===== src/opcode_map_pkg.sv =====
// opcode map constants and types for the instruction decoder
//
// Overview of operation
// - high opcode digit selects column zero to F
// - low digit selects register/memory operation
// - columns A-F fix mode and length, except AD and the illegal A7 and AC
// - implied one byte; literal two, operand second
// - indexed address: index, plus byte, plus word
// - full address: high then low byte
// - column 0: three-byte bit-test branches
// - column 1: two-byte page-zero bit writes
// - column 2 and AD: signed pc offset
// - read-modify-write columns: operand and operation
// - single-byte control opcodes decode individually
package opcode_map_pkg;

  // ****************************************
  // column numbers (high opcode digit)
  // ****************************************
  localparam logic [3:0] COL_BIT_BRANCH = 4'h0;
  localparam logic [3:0] COL_BIT_WRITE = 4'h1;
  localparam logic [3:0] COL_PC_BRANCH = 4'h2;
  localparam logic [3:0] COL_RMW_PAGE = 4'h3;
  localparam logic [3:0] COL_RMW_ACC = 4'h4;
  localparam logic [3:0] COL_RMW_IDX = 4'h5;
  localparam logic [3:0] COL_RMW_BYTE = 4'h6;
  localparam logic [3:0] COL_RMW_NOOFF = 4'h7;
  localparam logic [3:0] COL_CTRL_LO = 4'h8;
  localparam logic [3:0] COL_CTRL_HI = 4'h9;
  localparam logic [3:0] COL_LITERAL = 4'hA;
  localparam logic [3:0] COL_PAGE = 4'hB;
  localparam logic [3:0] COL_FULL = 4'hC;
  localparam logic [3:0] COL_WORD = 4'hD;
  localparam logic [3:0] COL_BYTE = 4'hE;
  localparam logic [3:0] COL_NOOFF = 4'hF;

  // ****************************************
  // special opcodes and field positions
  // ****************************************
  localparam logic [7:0] OPC_PRODUCT = 8'h42;
  localparam logic [7:0] OPC_REL_CALL = 8'hAD;
  localparam logic [7:0] OPC_LIT_HOLE_A = 8'hA7;
  localparam logic [7:0] OPC_LIT_HOLE_B = 8'hAC;
  localparam int BIT_NUM_LSB = 1;
  localparam int BIT_SENSE_POS = 0;
  localparam logic [7:0] PAGE_ZERO_HIGH = 8'h00;

  // ****************************************
  // instruction lengths and reset values
  // ****************************************
  localparam logic [1:0] LEN_ONE = 2'h1;
  localparam logic [1:0] LEN_TWO = 2'h2;
  localparam logic [1:0] LEN_THREE = 2'h3;
  localparam logic [7:0] RST_BYTE = 8'h00;
  localparam logic [15:0] RST_ADDR = 16'h0000;

  // ****************************************
  // operations, modes, operand targets
  // ****************************************
  typedef enum logic [5:0] {
    OP_ILLEGAL, OP_MINUS_ACCUMULATOR, OP_COMPARE_ACCUMULATOR, OP_SUBTRACT_WITH_BORROW,
    OP_COMPARE_INDEX, OP_BITWISE_CONJUNCTION, OP_MASK_TEST, OP_LOAD_ACCUMULATOR,
    OP_STORE_ACCUMULATOR, OP_EXCLUSIVE_OR, OP_SUM_WITH_CARRY, OP_INCLUSIVE_OR, OP_SUM,
    OP_JUMP, OP_JUMP_TO_SUBROUTINE, OP_LOAD_INDEX, OP_STORE_INDEX,
    OP_TWOS_COMPLEMENT, OP_INVERT_BITS, OP_LOGICAL_SHIFT_RIGHT, OP_ROTATE_RIGHT,
    OP_ARITH_SHIFT_RIGHT, OP_SHIFT_LEFT, OP_ROTATE_LEFT, OP_MINUS_ONE, OP_PLUS_ONE,
    OP_ZERO_NEGATIVE_TEST, OP_ZERO_FILL,
    OP_BRANCH_IF_BIT_ONE, OP_BRANCH_IF_BIT_ZERO, OP_BIT_TO_ONE, OP_BIT_TO_ZERO,
    OP_BRANCH_RELATIVE, OP_RELATIVE_SUBROUTINE_CALL,
    OP_PRODUCT, OP_RETURN_FROM_INTERRUPT, OP_RETURN_FROM_SUBROUTINE, OP_SOFTWARE_TRAP,
    OP_STOP, OP_WAIT, OP_COPY_ACC_TO_INDEX, OP_CARRY_TO_ZERO, OP_CARRY_TO_ONE,
    OP_UNMASK_INTERRUPTS, OP_MASK_INTERRUPTS, OP_STACK_POINTER_INIT, OP_IDLE,
    OP_COPY_INDEX_TO_ACC
  } op_t;

  typedef enum logic [3:0] {
    MODE_IMPLIED, MODE_LITERAL_OPERAND, MODE_PAGE_ZERO, MODE_FULL_ADDRESS,
    MODE_INDEX_PLUS_WORD, MODE_INDEX_PLUS_BYTE, MODE_INDEXED_NO_OFFSET,
    MODE_PC_OFFSET, MODE_BIT_BRANCH
  } mode_t;

  typedef enum logic [1:0] {
    TGT_MEMORY, TGT_ACCUMULATOR, TGT_INDEX
  } target_t;

  typedef enum logic [2:0] {
    ST_OPCODE = 3'h1,
    ST_FIRST = 3'h2,
    ST_SECOND = 3'h4
  } state_t;

endpackage : opcode_map_pkg


===== src/opcode_classifier.sv =====
// combinational opcode classifier: operation, mode, length, target
`timescale 1ns/1ps
`default_nettype none
module opcode_classifier
  import opcode_map_pkg::*;
(
  // opcode in
  input wire logic [7:0] opcode,
  // classification out
  output op_t operation,
  output mode_t addrMode,
  output logic [1:0] instrLength,
  output target_t operandTarget
);

  // ****************************************
  // lookup functions
  // ****************************************
  function automatic op_t regOp(input logic [3:0] row);
    case (row)
      4'h0: regOp = OP_MINUS_ACCUMULATOR;
      4'h1: regOp = OP_COMPARE_ACCUMULATOR;
      4'h2: regOp = OP_SUBTRACT_WITH_BORROW;
      4'h3: regOp = OP_COMPARE_INDEX;
      4'h4: regOp = OP_BITWISE_CONJUNCTION;
      4'h5: regOp = OP_MASK_TEST;
      4'h6: regOp = OP_LOAD_ACCUMULATOR;
      4'h7: regOp = OP_STORE_ACCUMULATOR;
      4'h8: regOp = OP_EXCLUSIVE_OR;
      4'h9: regOp = OP_SUM_WITH_CARRY;
      4'hA: regOp = OP_INCLUSIVE_OR;
      4'hB: regOp = OP_SUM;
      4'hC: regOp = OP_JUMP;
      4'hD: regOp = OP_JUMP_TO_SUBROUTINE;
      4'hE: regOp = OP_LOAD_INDEX;
      default: regOp = OP_STORE_INDEX;
    endcase
  endfunction : regOp

  function automatic op_t rmwOp(input logic [3:0] row);
    case (row)
      4'h0: rmwOp = OP_TWOS_COMPLEMENT;
      4'h3: rmwOp = OP_INVERT_BITS;
      4'h4: rmwOp = OP_LOGICAL_SHIFT_RIGHT;
      4'h6: rmwOp = OP_ROTATE_RIGHT;
      4'h7: rmwOp = OP_ARITH_SHIFT_RIGHT;
      4'h8: rmwOp = OP_SHIFT_LEFT;
      4'h9: rmwOp = OP_ROTATE_LEFT;
      4'hA: rmwOp = OP_MINUS_ONE;
      4'hC: rmwOp = OP_PLUS_ONE;
      4'hD: rmwOp = OP_ZERO_NEGATIVE_TEST;
      4'hF: rmwOp = OP_ZERO_FILL;
      default: rmwOp = OP_ILLEGAL;
    endcase
  endfunction : rmwOp

  function automatic op_t ctrlOp(input logic [7:0] opc);
    case (opc)
      8'h80: ctrlOp = OP_RETURN_FROM_INTERRUPT;
      8'h81: ctrlOp = OP_RETURN_FROM_SUBROUTINE;
      8'h83: ctrlOp = OP_SOFTWARE_TRAP;
      8'h8E: ctrlOp = OP_STOP;
      8'h8F: ctrlOp = OP_WAIT;
      8'h97: ctrlOp = OP_COPY_ACC_TO_INDEX;
      8'h98: ctrlOp = OP_CARRY_TO_ZERO;
      8'h99: ctrlOp = OP_CARRY_TO_ONE;
      8'h9A: ctrlOp = OP_UNMASK_INTERRUPTS;
      8'h9B: ctrlOp = OP_MASK_INTERRUPTS;
      8'h9C: ctrlOp = OP_STACK_POINTER_INIT;
      8'h9D: ctrlOp = OP_IDLE;
      8'h9F: ctrlOp = OP_COPY_INDEX_TO_ACC;
      default: ctrlOp = OP_ILLEGAL;
    endcase
  endfunction : ctrlOp

  function automatic op_t classifyOp(input logic [7:0] opc);
    case (opc[7:4])
      COL_BIT_BRANCH:
        classifyOp = opc[BIT_SENSE_POS] ? OP_BRANCH_IF_BIT_ZERO : OP_BRANCH_IF_BIT_ONE;
      COL_BIT_WRITE:
        classifyOp = opc[BIT_SENSE_POS] ? OP_BIT_TO_ZERO : OP_BIT_TO_ONE;
      COL_PC_BRANCH: classifyOp = OP_BRANCH_RELATIVE;
      COL_RMW_PAGE, COL_RMW_ACC, COL_RMW_IDX, COL_RMW_BYTE, COL_RMW_NOOFF:
        classifyOp = (opc == OPC_PRODUCT) ? OP_PRODUCT : rmwOp(opc[3:0]);
      COL_CTRL_LO, COL_CTRL_HI: classifyOp = ctrlOp(opc);
      COL_LITERAL:
        if (opc == OPC_REL_CALL)
          classifyOp = OP_RELATIVE_SUBROUTINE_CALL;
        else if (opc == OPC_LIT_HOLE_A || opc == OPC_LIT_HOLE_B)
          classifyOp = OP_ILLEGAL;
        else
          classifyOp = regOp(opc[3:0]);
      default: classifyOp = regOp(opc[3:0]);
    endcase
  endfunction : classifyOp

  function automatic mode_t classifyMode(input logic [7:0] opc);
    case (opc[7:4])
      COL_BIT_BRANCH: classifyMode = MODE_BIT_BRANCH;
      COL_BIT_WRITE, COL_RMW_PAGE, COL_PAGE: classifyMode = MODE_PAGE_ZERO;
      COL_PC_BRANCH: classifyMode = MODE_PC_OFFSET;
      COL_RMW_BYTE, COL_BYTE: classifyMode = MODE_INDEX_PLUS_BYTE;
      COL_RMW_NOOFF, COL_NOOFF: classifyMode = MODE_INDEXED_NO_OFFSET;
      COL_LITERAL:
        classifyMode = (opc == OPC_REL_CALL) ? MODE_PC_OFFSET : MODE_LITERAL_OPERAND;
      COL_FULL: classifyMode = MODE_FULL_ADDRESS;
      COL_WORD: classifyMode = MODE_INDEX_PLUS_WORD;
      default: classifyMode = MODE_IMPLIED;
    endcase
  endfunction : classifyMode

  function automatic logic [1:0] modeLength(input mode_t m);
    case (m)
      MODE_LITERAL_OPERAND, MODE_PAGE_ZERO, MODE_INDEX_PLUS_BYTE, MODE_PC_OFFSET:
        modeLength = LEN_TWO;
      MODE_FULL_ADDRESS, MODE_INDEX_PLUS_WORD, MODE_BIT_BRANCH: modeLength = LEN_THREE;
      default: modeLength = LEN_ONE;
    endcase
  endfunction : modeLength

  // ****************************************
  // classification
  // ****************************************
  wire op_t rawOp = classifyOp(opcode);
  wire logic isIllegal = (rawOp == OP_ILLEGAL);
  wire mode_t rawMode = classifyMode(opcode);

  assign operation = rawOp;
  assign addrMode = isIllegal ? MODE_IMPLIED : rawMode;
  assign instrLength = isIllegal ? LEN_ONE : modeLength(rawMode);
  assign operandTarget = (opcode[7:4] == COL_RMW_ACC && !isIllegal) ? TGT_ACCUMULATOR :
                         (opcode[7:4] == COL_RMW_IDX && !isIllegal) ? TGT_INDEX :
                         TGT_MEMORY;

endmodule : opcode_classifier
`default_nettype wire


===== src/opcode_map_decoder.sv =====
// instruction decoder: opcode fetch, operand fetch, address formation
`timescale 1ns/1ps
`default_nettype none
module opcode_map_decoder
  import opcode_map_pkg::*;
(
  // clock and reset
  input wire logic sys_clk,
  input wire logic rst_n,
  // program memory byte stream
  input wire logic byteValid,
  input wire logic [7:0] byteData,
  // core index register
  input wire logic [7:0] indexReg,
  // decoded instruction
  output logic expectOpcode,
  output logic instrValid,
  output logic [7:0] opcode,
  output op_t operation,
  output mode_t addrMode,
  output logic [1:0] instrLength,
  output target_t operandTarget,
  output logic [2:0] bitNumber,
  output logic illegal,
  output logic [7:0] operandValue,
  output logic [7:0] relOffset,
  output logic [15:0] effAddr
);

  // ****************************************
  // address formation
  // ****************************************
  function automatic logic [15:0] formAddr(input mode_t m, input logic [7:0] b1,
                                           input logic [7:0] b2, input logic [7:0] idx);
    case (m)
      MODE_PAGE_ZERO, MODE_BIT_BRANCH: formAddr = {PAGE_ZERO_HIGH, b1};
      MODE_FULL_ADDRESS: formAddr = {b1, b2};
      MODE_INDEX_PLUS_WORD: formAddr = {b1, b2} + {PAGE_ZERO_HIGH, idx};
      MODE_INDEX_PLUS_BYTE: formAddr = {PAGE_ZERO_HIGH, b1} + {PAGE_ZERO_HIGH, idx};
      MODE_INDEXED_NO_OFFSET: formAddr = {PAGE_ZERO_HIGH, idx};
      default: formAddr = RST_ADDR;
    endcase
  endfunction : formAddr

  // ****************************************
  // registers
  // ****************************************
  state_t state_ff;
  logic expect_ff;
  logic valid_ff;
  logic [7:0] opcode_ff;
  op_t op_ff;
  mode_t mode_ff;
  logic [1:0] len_ff;
  target_t target_ff;
  logic [2:0] bit_ff;
  logic illegal_ff;
  logic [7:0] firstByte_ff;
  logic [7:0] operand_ff;
  logic [7:0] rel_ff;
  logic [15:0] addr_ff;

  // ****************************************
  // classifier on the incoming opcode byte
  // ****************************************
  op_t clsOp;
  mode_t clsMode;
  logic [1:0] clsLength;
  target_t clsTarget;

  opcode_classifier u_classifier (
    .opcode(byteData),
    .operation(clsOp),
    .addrMode(clsMode),
    .instrLength(clsLength),
    .operandTarget(clsTarget)
  );

  // ****************************************
  // sequencing
  // ****************************************
  wire logic takeOpcode = byteValid && (state_ff == ST_OPCODE);
  wire logic takeFirst = byteValid && (state_ff == ST_FIRST);
  wire logic takeSecond = byteValid && (state_ff == ST_SECOND);
  wire logic done = (takeOpcode && clsLength == LEN_ONE) ||
                    (takeFirst && len_ff == LEN_TWO) || takeSecond;
  wire mode_t curMode = (state_ff == ST_OPCODE) ? clsMode : mode_ff;
  wire logic [7:0] curFirst = takeFirst ? byteData : firstByte_ff;
  wire logic [7:0] curFirstSel = takeOpcode ? RST_BYTE : curFirst;
  wire logic [7:0] curSecond = takeSecond ? byteData : RST_BYTE;
  wire logic [7:0] nxt_rel = (curMode == MODE_BIT_BRANCH) ? curSecond : curFirstSel;
  wire logic [15:0] nxt_addr = formAddr(curMode, curFirstSel, curSecond, indexReg);

  state_t nxt_state;
  always_comb
  begin
    nxt_state = state_ff;
    case (state_ff)
      ST_OPCODE:
        if (byteValid && clsLength != LEN_ONE)
          nxt_state = ST_FIRST;
      ST_FIRST:
        if (byteValid)
          nxt_state = (len_ff == LEN_THREE) ? ST_SECOND : ST_OPCODE;
      ST_SECOND:
        if (byteValid)
          nxt_state = ST_OPCODE;
      default: nxt_state = ST_OPCODE;
    endcase
  end

  always_ff @(posedge sys_clk or negedge rst_n)
  begin
    if (!rst_n)
    begin
      state_ff <= ST_OPCODE;
      expect_ff <= 1'b1;
      valid_ff <= 1'b0;
    end
    else
    begin
      state_ff <= nxt_state;
      expect_ff <= (nxt_state == ST_OPCODE);
      valid_ff <= done;
    end
  end

  // opcode-time fields
  always_ff @(posedge sys_clk or negedge rst_n)
  begin
    if (!rst_n)
    begin
      opcode_ff <= RST_BYTE;
      op_ff <= OP_ILLEGAL;
      mode_ff <= MODE_IMPLIED;
      len_ff <= LEN_ONE;
      target_ff <= TGT_MEMORY;
      bit_ff <= 3'h0;
      illegal_ff <= 1'b0;
    end
    else if (takeOpcode)
    begin
      opcode_ff <= byteData;
      op_ff <= clsOp;
      mode_ff <= clsMode;
      len_ff <= clsLength;
      target_ff <= clsTarget;
      bit_ff <= byteData[BIT_NUM_LSB +: 3];
      illegal_ff <= (clsOp == OP_ILLEGAL);
    end
  end

  // operand-time fields
  always_ff @(posedge sys_clk or negedge rst_n)
  begin
    if (!rst_n)
    begin
      firstByte_ff <= RST_BYTE;
      operand_ff <= RST_BYTE;
      rel_ff <= RST_BYTE;
      addr_ff <= RST_ADDR;
    end
    else
    begin
      if (takeFirst)
        firstByte_ff <= byteData;
      if (done)
      begin
        operand_ff <= curFirstSel;
        rel_ff <= nxt_rel;
        addr_ff <= nxt_addr;
      end
    end
  end

  assign expectOpcode = expect_ff;
  assign instrValid = valid_ff;
  assign opcode = opcode_ff;
  assign operation = op_ff;
  assign addrMode = mode_ff;
  assign instrLength = len_ff;
  assign operandTarget = target_ff;
  assign bitNumber = bit_ff;
  assign illegal = illegal_ff;
  assign operandValue = operand_ff;
  assign relOffset = rel_ff;
  assign effAddr = addr_ff;

  // ****************************************
  // assertions
  // ****************************************
  a_implied_single: assert property (
    @(posedge sys_clk) disable iff (!rst_n)
    takeOpcode && clsMode == MODE_IMPLIED |=> instrValid && expectOpcode && instrLength == 1)
    else $error("implied opcode did not finish in one byte");

  a_literal_operand: assert property (
    @(posedge sys_clk) disable iff (!rst_n)
    instrValid && addrMode == MODE_LITERAL_OPERAND
      |-> instrLength == 2 && operandValue == $past(byteData))
    else $error("literal operand not taken from second byte");

  a_full_concat: assert property (
    @(posedge sys_clk) disable iff (!rst_n)
    instrValid && addrMode == MODE_FULL_ADDRESS
      |-> effAddr == {$past(firstByte_ff), $past(byteData)} && instrLength == 3)
    else $error("full address not high then low byte");

  a_index_only: assert property (
    @(posedge sys_clk) disable iff (!rst_n)
    instrValid && addrMode == MODE_INDEXED_NO_OFFSET |-> effAddr == {8'h00, $past(indexReg)})
    else $error("indexed address differs from index register");

  a_index_byte_sum: assert property (
    @(posedge sys_clk) disable iff (!rst_n)
    instrValid && addrMode == MODE_INDEX_PLUS_BYTE
      |-> effAddr == 16'({8'h00, $past(byteData)} + {8'h00, $past(indexReg)}))
    else $error("index plus byte address wrong");

  a_bit_branch_form: assert property (
    @(posedge sys_clk) disable iff (!rst_n)
    instrValid && opcode[7:4] == COL_BIT_BRANCH
      |-> instrLength == 3 && bitNumber == opcode[3:1] && relOffset == $past(byteData)
          && effAddr == {8'h00, $past(firstByte_ff)})
    else $error("bit-test branch decoded wrongly");

  a_bit_write_form: assert property (
    @(posedge sys_clk) disable iff (!rst_n)
    instrValid && opcode[7:4] == COL_BIT_WRITE
      |-> instrLength == 2 && operation == (opcode[0] ? OP_BIT_TO_ZERO : OP_BIT_TO_ONE))
    else $error("bit write decoded wrongly");

  a_pc_offset_form: assert property (
    @(posedge sys_clk) disable iff (!rst_n)
    instrValid && (opcode[7:4] == COL_PC_BRANCH || opcode == OPC_REL_CALL)
      |-> addrMode == MODE_PC_OFFSET && instrLength == 2 && relOffset == $past(byteData))
    else $error("pc offset branch decoded wrongly");

  a_rmw_acc_target: assert property (
    @(posedge sys_clk) disable iff (!rst_n)
    instrValid && opcode[7:4] == COL_RMW_ACC && !illegal && opcode != OPC_PRODUCT
      |-> operandTarget == TGT_ACCUMULATOR && instrLength == 1)
    else $error("accumulator read-modify-write wrong");

  a_illegal_flag: assert property (
    @(posedge sys_clk) disable iff (!rst_n)
    instrValid && illegal |-> operation == OP_ILLEGAL && instrLength == 1 && expectOpcode)
    else $error("illegal opcode not flagged as one byte");

  a_expect_drop: assert property (
    @(posedge sys_clk) disable iff (!rst_n)
    takeOpcode && clsLength != LEN_ONE |=> !expectOpcode && !instrValid)
    else $error("operand bytes not awaited");

  a_index_word_sum: assert property (
    @(posedge sys_clk) disable iff (!rst_n)
    instrValid && addrMode == MODE_INDEX_PLUS_WORD
      |-> effAddr == 16'({$past(firstByte_ff), $past(byteData)} + {8'h00, $past(indexReg)}))
    else $error("index plus word address wrong");

  a_page_zero_addr: assert property (
    @(posedge sys_clk) disable iff (!rst_n)
    instrValid && addrMode == MODE_PAGE_ZERO
      |-> effAddr == {8'h00, $past(byteData)} && instrLength == 2)
    else $error("page zero address wrong");

  a_byte_column: assert property (
    @(posedge sys_clk) disable iff (!rst_n)
    instrValid && opcode[7:4] == COL_BYTE
      |-> addrMode == MODE_INDEX_PLUS_BYTE && instrLength == 2)
    else $error("index plus byte column wrong");

  a_full_column: assert property (
    @(posedge sys_clk) disable iff (!rst_n)
    instrValid && opcode[7:4] == COL_FULL
      |-> addrMode == MODE_FULL_ADDRESS && operation != OP_ILLEGAL)
    else $error("full address column wrong");

  a_rmw_idx_target: assert property (
    @(posedge sys_clk) disable iff (!rst_n)
    instrValid && opcode[7:4] == COL_RMW_IDX && !illegal
      |-> operandTarget == TGT_INDEX && instrLength == 1)
    else $error("index read-modify-write wrong");

  a_ctrl_single: assert property (
    @(posedge sys_clk) disable iff (!rst_n)
    instrValid && (opcode[7:4] == COL_CTRL_LO || opcode[7:4] == COL_CTRL_HI)
      |-> instrLength == 1 && addrMode == MODE_IMPLIED && operandValue == 8'h00)
    else $error("control opcode not single byte");

  a_bit_write_addr: assert property (
    @(posedge sys_clk) disable iff (!rst_n)
    instrValid && opcode[7:4] == COL_BIT_WRITE
      |-> bitNumber == opcode[3:1] && effAddr == {8'h00, $past(byteData)})
    else $error("bit write address wrong");

  a_product_implied: assert property (
    @(posedge sys_clk) disable iff (!rst_n)
    instrValid && opcode == OPC_PRODUCT
      |-> operation == OP_PRODUCT && instrLength == 1 && !illegal)
    else $error("product opcode wrong");

endmodule : opcode_map_decoder
`default_nettype wire


===== config.mk =====
export PLATFORM = sky130hd
export DESIGN_NAME = opcode_map_decoder
export DESIGN_NICKNAME = d
export VERILOG_FILES = /design/src/opcode_map_pkg.sv /design/src/opcode_classifier.sv /design/src/opcode_map_decoder.sv
export SDC_FILE = /design/constraint.sdc
export NUM_CORES = 1
export LEC_CHECK = 0
export ABC_AREA = 1
export ABC_CLOCK_PERIOD_IN_PS = 7800
export BUFFER_PORTS_ARGS = -buffer_cell sky130_fd_sc_hd__buf_2
export CORE_MARGIN = 8
export CORE_UTILIZATION = 61
export DETAILED_ROUTE_END_ITERATION = 10
export PLACE_DENSITY = 0.85
export SKIP_CTS_REPAIR_TIMING = 1
export SYNTH_ARGS = -nofsm -noshare
export SYNTH_HDL_FRONTEND = slang
export SYNTH_HIERARCHICAL = 1
export SYNTH_SLANG_ARGS = --single-unit

===== constraint.sdc =====
create_clock -name sys_clk -period 7.8 [get_ports sys_clk]
set_clock_uncertainty 0.15 [all_clocks]
set_input_delay 0.39 -clock sys_clk [delete_from_list [all_inputs] [get_ports sys_clk]]
set_output_delay 0.39 -clock sys_clk [all_outputs]
set_load 0.01 [all_outputs]

==> reports/qor_table.md <==
| Group | Metric | Value |
|:---|:---|:---|
| timing | RSZ-0062 raised after global routing | no |
| worst setup path | Buffer and inverter count on the worst path | 1 |
| final layout | Number of antenna repair diodes | 0 |
| synth | Sequential-to-total area share from yosys stat | 32.3% |
| synth | Yosys warning count | 6 |
| clock tree | Clk Tree Root Cell | clkbuf_8 |
| worst hold path | Hold Crit Class | in -> async |
| timing | Post-layout min period | 3.92 ns |
| route | Wirelength, routed | 16700 um |
| timing | Pin slew with the least headroom to its limit | 0.866 ns |
| placement | # port buffers | 78 |
| clock tree | CTS tree | done |
| synth | Post-Syn Area | 5280 um2 |
| worst setup path | Data arrival time of the critical path | 4.02 ns |
| placement | Final weighted congestion in routability-driven placement | 1.03 |
| final layout | Post-route cell area | 5910 um2 |
| floorplan | Total die area | 11900 um2 |
| clock tree | Number of buffers added by the clock tree synthesis step | 9 |
| final layout | Final cell utilization of the core | 69.2% |
| route | Post-route ant nets | 0 |
| worst setup path | Stages on the worst setup path | 15 |
| clock tree | Total number of clock tree sinks | 68 |
| synth | Number of distinct library cell variants in the gate-level netlist after synthesis | 48 |
| worst setup path | Maximum fanout count along the critical path | 45 |
| clock tree | Worst skew pair latency | 0.35 ns |
| final layout | Number of fill cells in the layout | 730 |
| clock tree | Number of buffers on the longest clock path | 2 |
| worst setup path | WS Path Type | reg -> reg |
| route | Vias per cell | 5.78 |
| worst setup path | Number of cells traversed by the worst register-to-register path | 15 |
| synth | Cell count after synthesis | 794 |
| grt | Initial antenna violation count | 0 |
| worst setup path | Library cell contributing the largest single delay on the critical path | dfstp_2 |
| final layout | Number of non-filler instances in the completed layout | 975 |
| worst setup path | Reg2Reg Capture Point | effAddr[8] |
| floorplan | Initial core utilization | 61.7% |
| timing | Slew HR | 42.3% |
| worst setup path | Most frequent cell on the critical path | nand2_1 |
| route | Vias after detailed routing | 5639 |
| route | DRT Pass-1 Iters | 5 |
| floorplan | Number of top-level pins | 79 |
| worst setup path | Crit path cell chain | nand4_4, nand2_1, inv_2, ha_1, fa_1, a21oi_1, o21bai_1, a21oi_1, nand2_1, nand3_1, a21oi_1, o21ai_0, nand3_1, nand2_1, nand2_1 |
| grt | Pin count of the biggest net entering global routing | 69 |
| route | Remaining routing DRC violations | 0 |
| worst setup path | Nature of the critical path startpoint | register |
| clock tree | CTS clock-pin slew for the worst setup and hold paths | 0.08 ns |
| synth | Number of enable flip-flop cells after synthesis | 0 |
| placement | Placed inst area | 5680 um2 |
| synth | Net count after synthesis | 835 |
| floorplan | Total number of placement rows | 34 |
| worst setup path | Endpoint required time on the critical path | 7.90 ns |
| grt | Total grt overflow | 0 |
| timing | Slew Limit Fails | 0 |
| timing | Post-Route Setup TNS | 0 ns |
| final layout | Synth-to-layout area growth | 12.1% |
| worst setup path | Source of the worst register-to-register timing path | state_ff[0] |
| worst setup path | Delay contributed by the slowest stage of the critical path | 0.68 ns |
| worst setup path | CP Capture Type | register |
| final layout | Number of nets in the final layout | 904 |
| power | Power density cells | 290 nW/um2 |
| flow run | Max Cap Violations | 0 |
| timing | Post-route clock period utilization | 50.2% |
| placement | Half-perimeter wire length of the detailed placement result | 13100 um |
| worst setup path | Kind of cell with the highest combined delay on the critical path | simple AND/OR/NAND/NOR gates |
| power | Total power | 1.72 mW |
| floorplan | Overall die width | 109 um |
| route | Starting DRT DRC Count | 688 |
| timing | Achievable Freq | 255 MHz |
| route | DR WL/cell | 17.1 um |
| power | Peak supply drop | 0.000143 V |
| synth | Number of flip-flops and latches in the synthesized netlist | 68 |
| floorplan | Die height | 109 um |
| synth | FFs w/ async S/R, synth | 100% |
| timing | Crit path setup slack, layout | 3.88 ns |
| floorplan | Total core area | 8550 um2 |
| grt | Number of global-route vias before repair | 5166 |
| timing | Worst hold margin | 0.0905 ns |
| timing | Number of hold violations in the final report | 0 |
| power | Leakage power figure | 3.26 nW |
| synth | Avg Cell Area, Syn | 6.65 um2 |
| clock tree | Clock H-tree levels | 3 |
| placement | Placed insts | 960 |
| grt | Overall routing resource usage | 28.6% |
| placement | Setup slack after placement | 3.95 ns |
| run status | Status | completed |
| worst setup path | Register-to-register path setup slack | 3.88 ns |
| timing | Setup-failing EPs final | 0 |
| grt | First-pass GRT wire length | 26400 um |
| synth | Most common flop cell mapped by yosys | dfrtp_1 |
| final layout | Share of cells above drive strength 1 | 21.1% |
## cell usage after synthesis (13+ instances only)
library cell | count | area share (%)
inv_1 | 74 | 5.3
dfrtp_1 | 65 | 31
nor2_2 | 13 | 1.5
ha_1 | 21 | 5.0
a21oi_1 | 49 | 4.6
nand2_1 | 259 | 18
nor2_1 | 62 | 4.4
nand3_1 | 65 | 6.2
o21ai_0 | 26 | 2.5
o21ai_1 | 21 | 2.0
nand2_2 | 22 | 2.6
inv_2 | 25 | 1.8
nand4_1 | 14 | 1.7
## layout by cell type (no fill, tap or decap), drive strengths merged, types with 2 or more instances in the layout
cell      count
a21oi        49
o211ai        2
bufinv        3
o21a          2
buf          80
nor3          4
nand3        74
clkinvlp      2
clkinv        3
nor2         79
or2           3
clkbuf        9
dfrtp        65
nand4        15
nand2       282
o21ai        52
inv          99
o2111ai       2
ha           21
dfstp         3
nand3b        2
o22ai         4
## state kept, by name, summed over array words and instances, names as in the netlist, 2 cells and up
register	count
state_ff	3
relOffset	8
effAddr	16
addrMode	4
operation	6
instrLength	2
operandTarget	2
operandValue	8
firstByte_ff	8
opcode	8
## layer usage
| metal | GRT usage, % | up-vias | part of all wire [%] |
|---|---|---|---|
| li1 | - | 2697 | - |
| met1 | 40.5 | 2569 | 43 |
| met2 | 42.2 | 327 | 44 |
| met3 | 6.74 | 44 | 11 |
| met4 | 7.82 | 2 | 2.1 |
| met5 | 2.52 | - | 0.22 |
## cell families (layout without fill, tap and decap cells)
logic type                 count (synthesis)  count (layout)  synth area share [%]
DFF                                       68              68                  32.3
adders and majority gates                 22              22                  5.36
AOI/OAI and AO/OA                        119             119                  12.7
buffers and inverters                    123             196                  9.84
and+or+nand+nor                          462             462                  39.7
## worst register-to-register path, cell delays in order, from the launching register on
cell,delay [ns]
dfstp_2,0.68
nand4_4,0.55
nand2_1,0.44
inv_2,0.13
ha_1,0.27
fa_1,0.41
a21oi_1,0.16
o21bai_1,0.11
a21oi_1,0.17
nand2_1,0.10
nand3_1,0.11
a21oi_1,0.08
o21ai_0,0.23
nand3_1,0.10
nand2_1,0.07
nand2_1,0.04
## how the worst max path moves through the flow
stage	slack [ns]	end	startpoint
2_1_floorplan	4.99	effAddr[4]	byteData[0]
3_5_place_dp	3.95	effAddr[8]	byteValid
3_3_place_gp	4.02	effAddr[8]	byteValid
6_report	3.88	effAddr[8]	state_ff[0]
5_1_grt	3.52	effAddr[8]	state_ff[0]
4_1_cts	3.95	effAddr[8]	state_ff[0]
## power by group
group / internal, mW / switching, mW
sequential: 0.485 / 0.0773
clock: 0.211 / 0.144
combinational: 0.262 / 0.536
total: 0.958 / 0.758
## final cells by class
type	instances	area, um2	share of cell area (%)
multi-input combinational	603	3050	51.6
sequential	68	1710	28.8
timing repair buffer	80	405	6.85
inverter	101	379	6.41
tap	108	135	2.28
clock buffer	9	124	2.09
clock inverter	6	114	1.93
(Power assumes the default switching activity.)
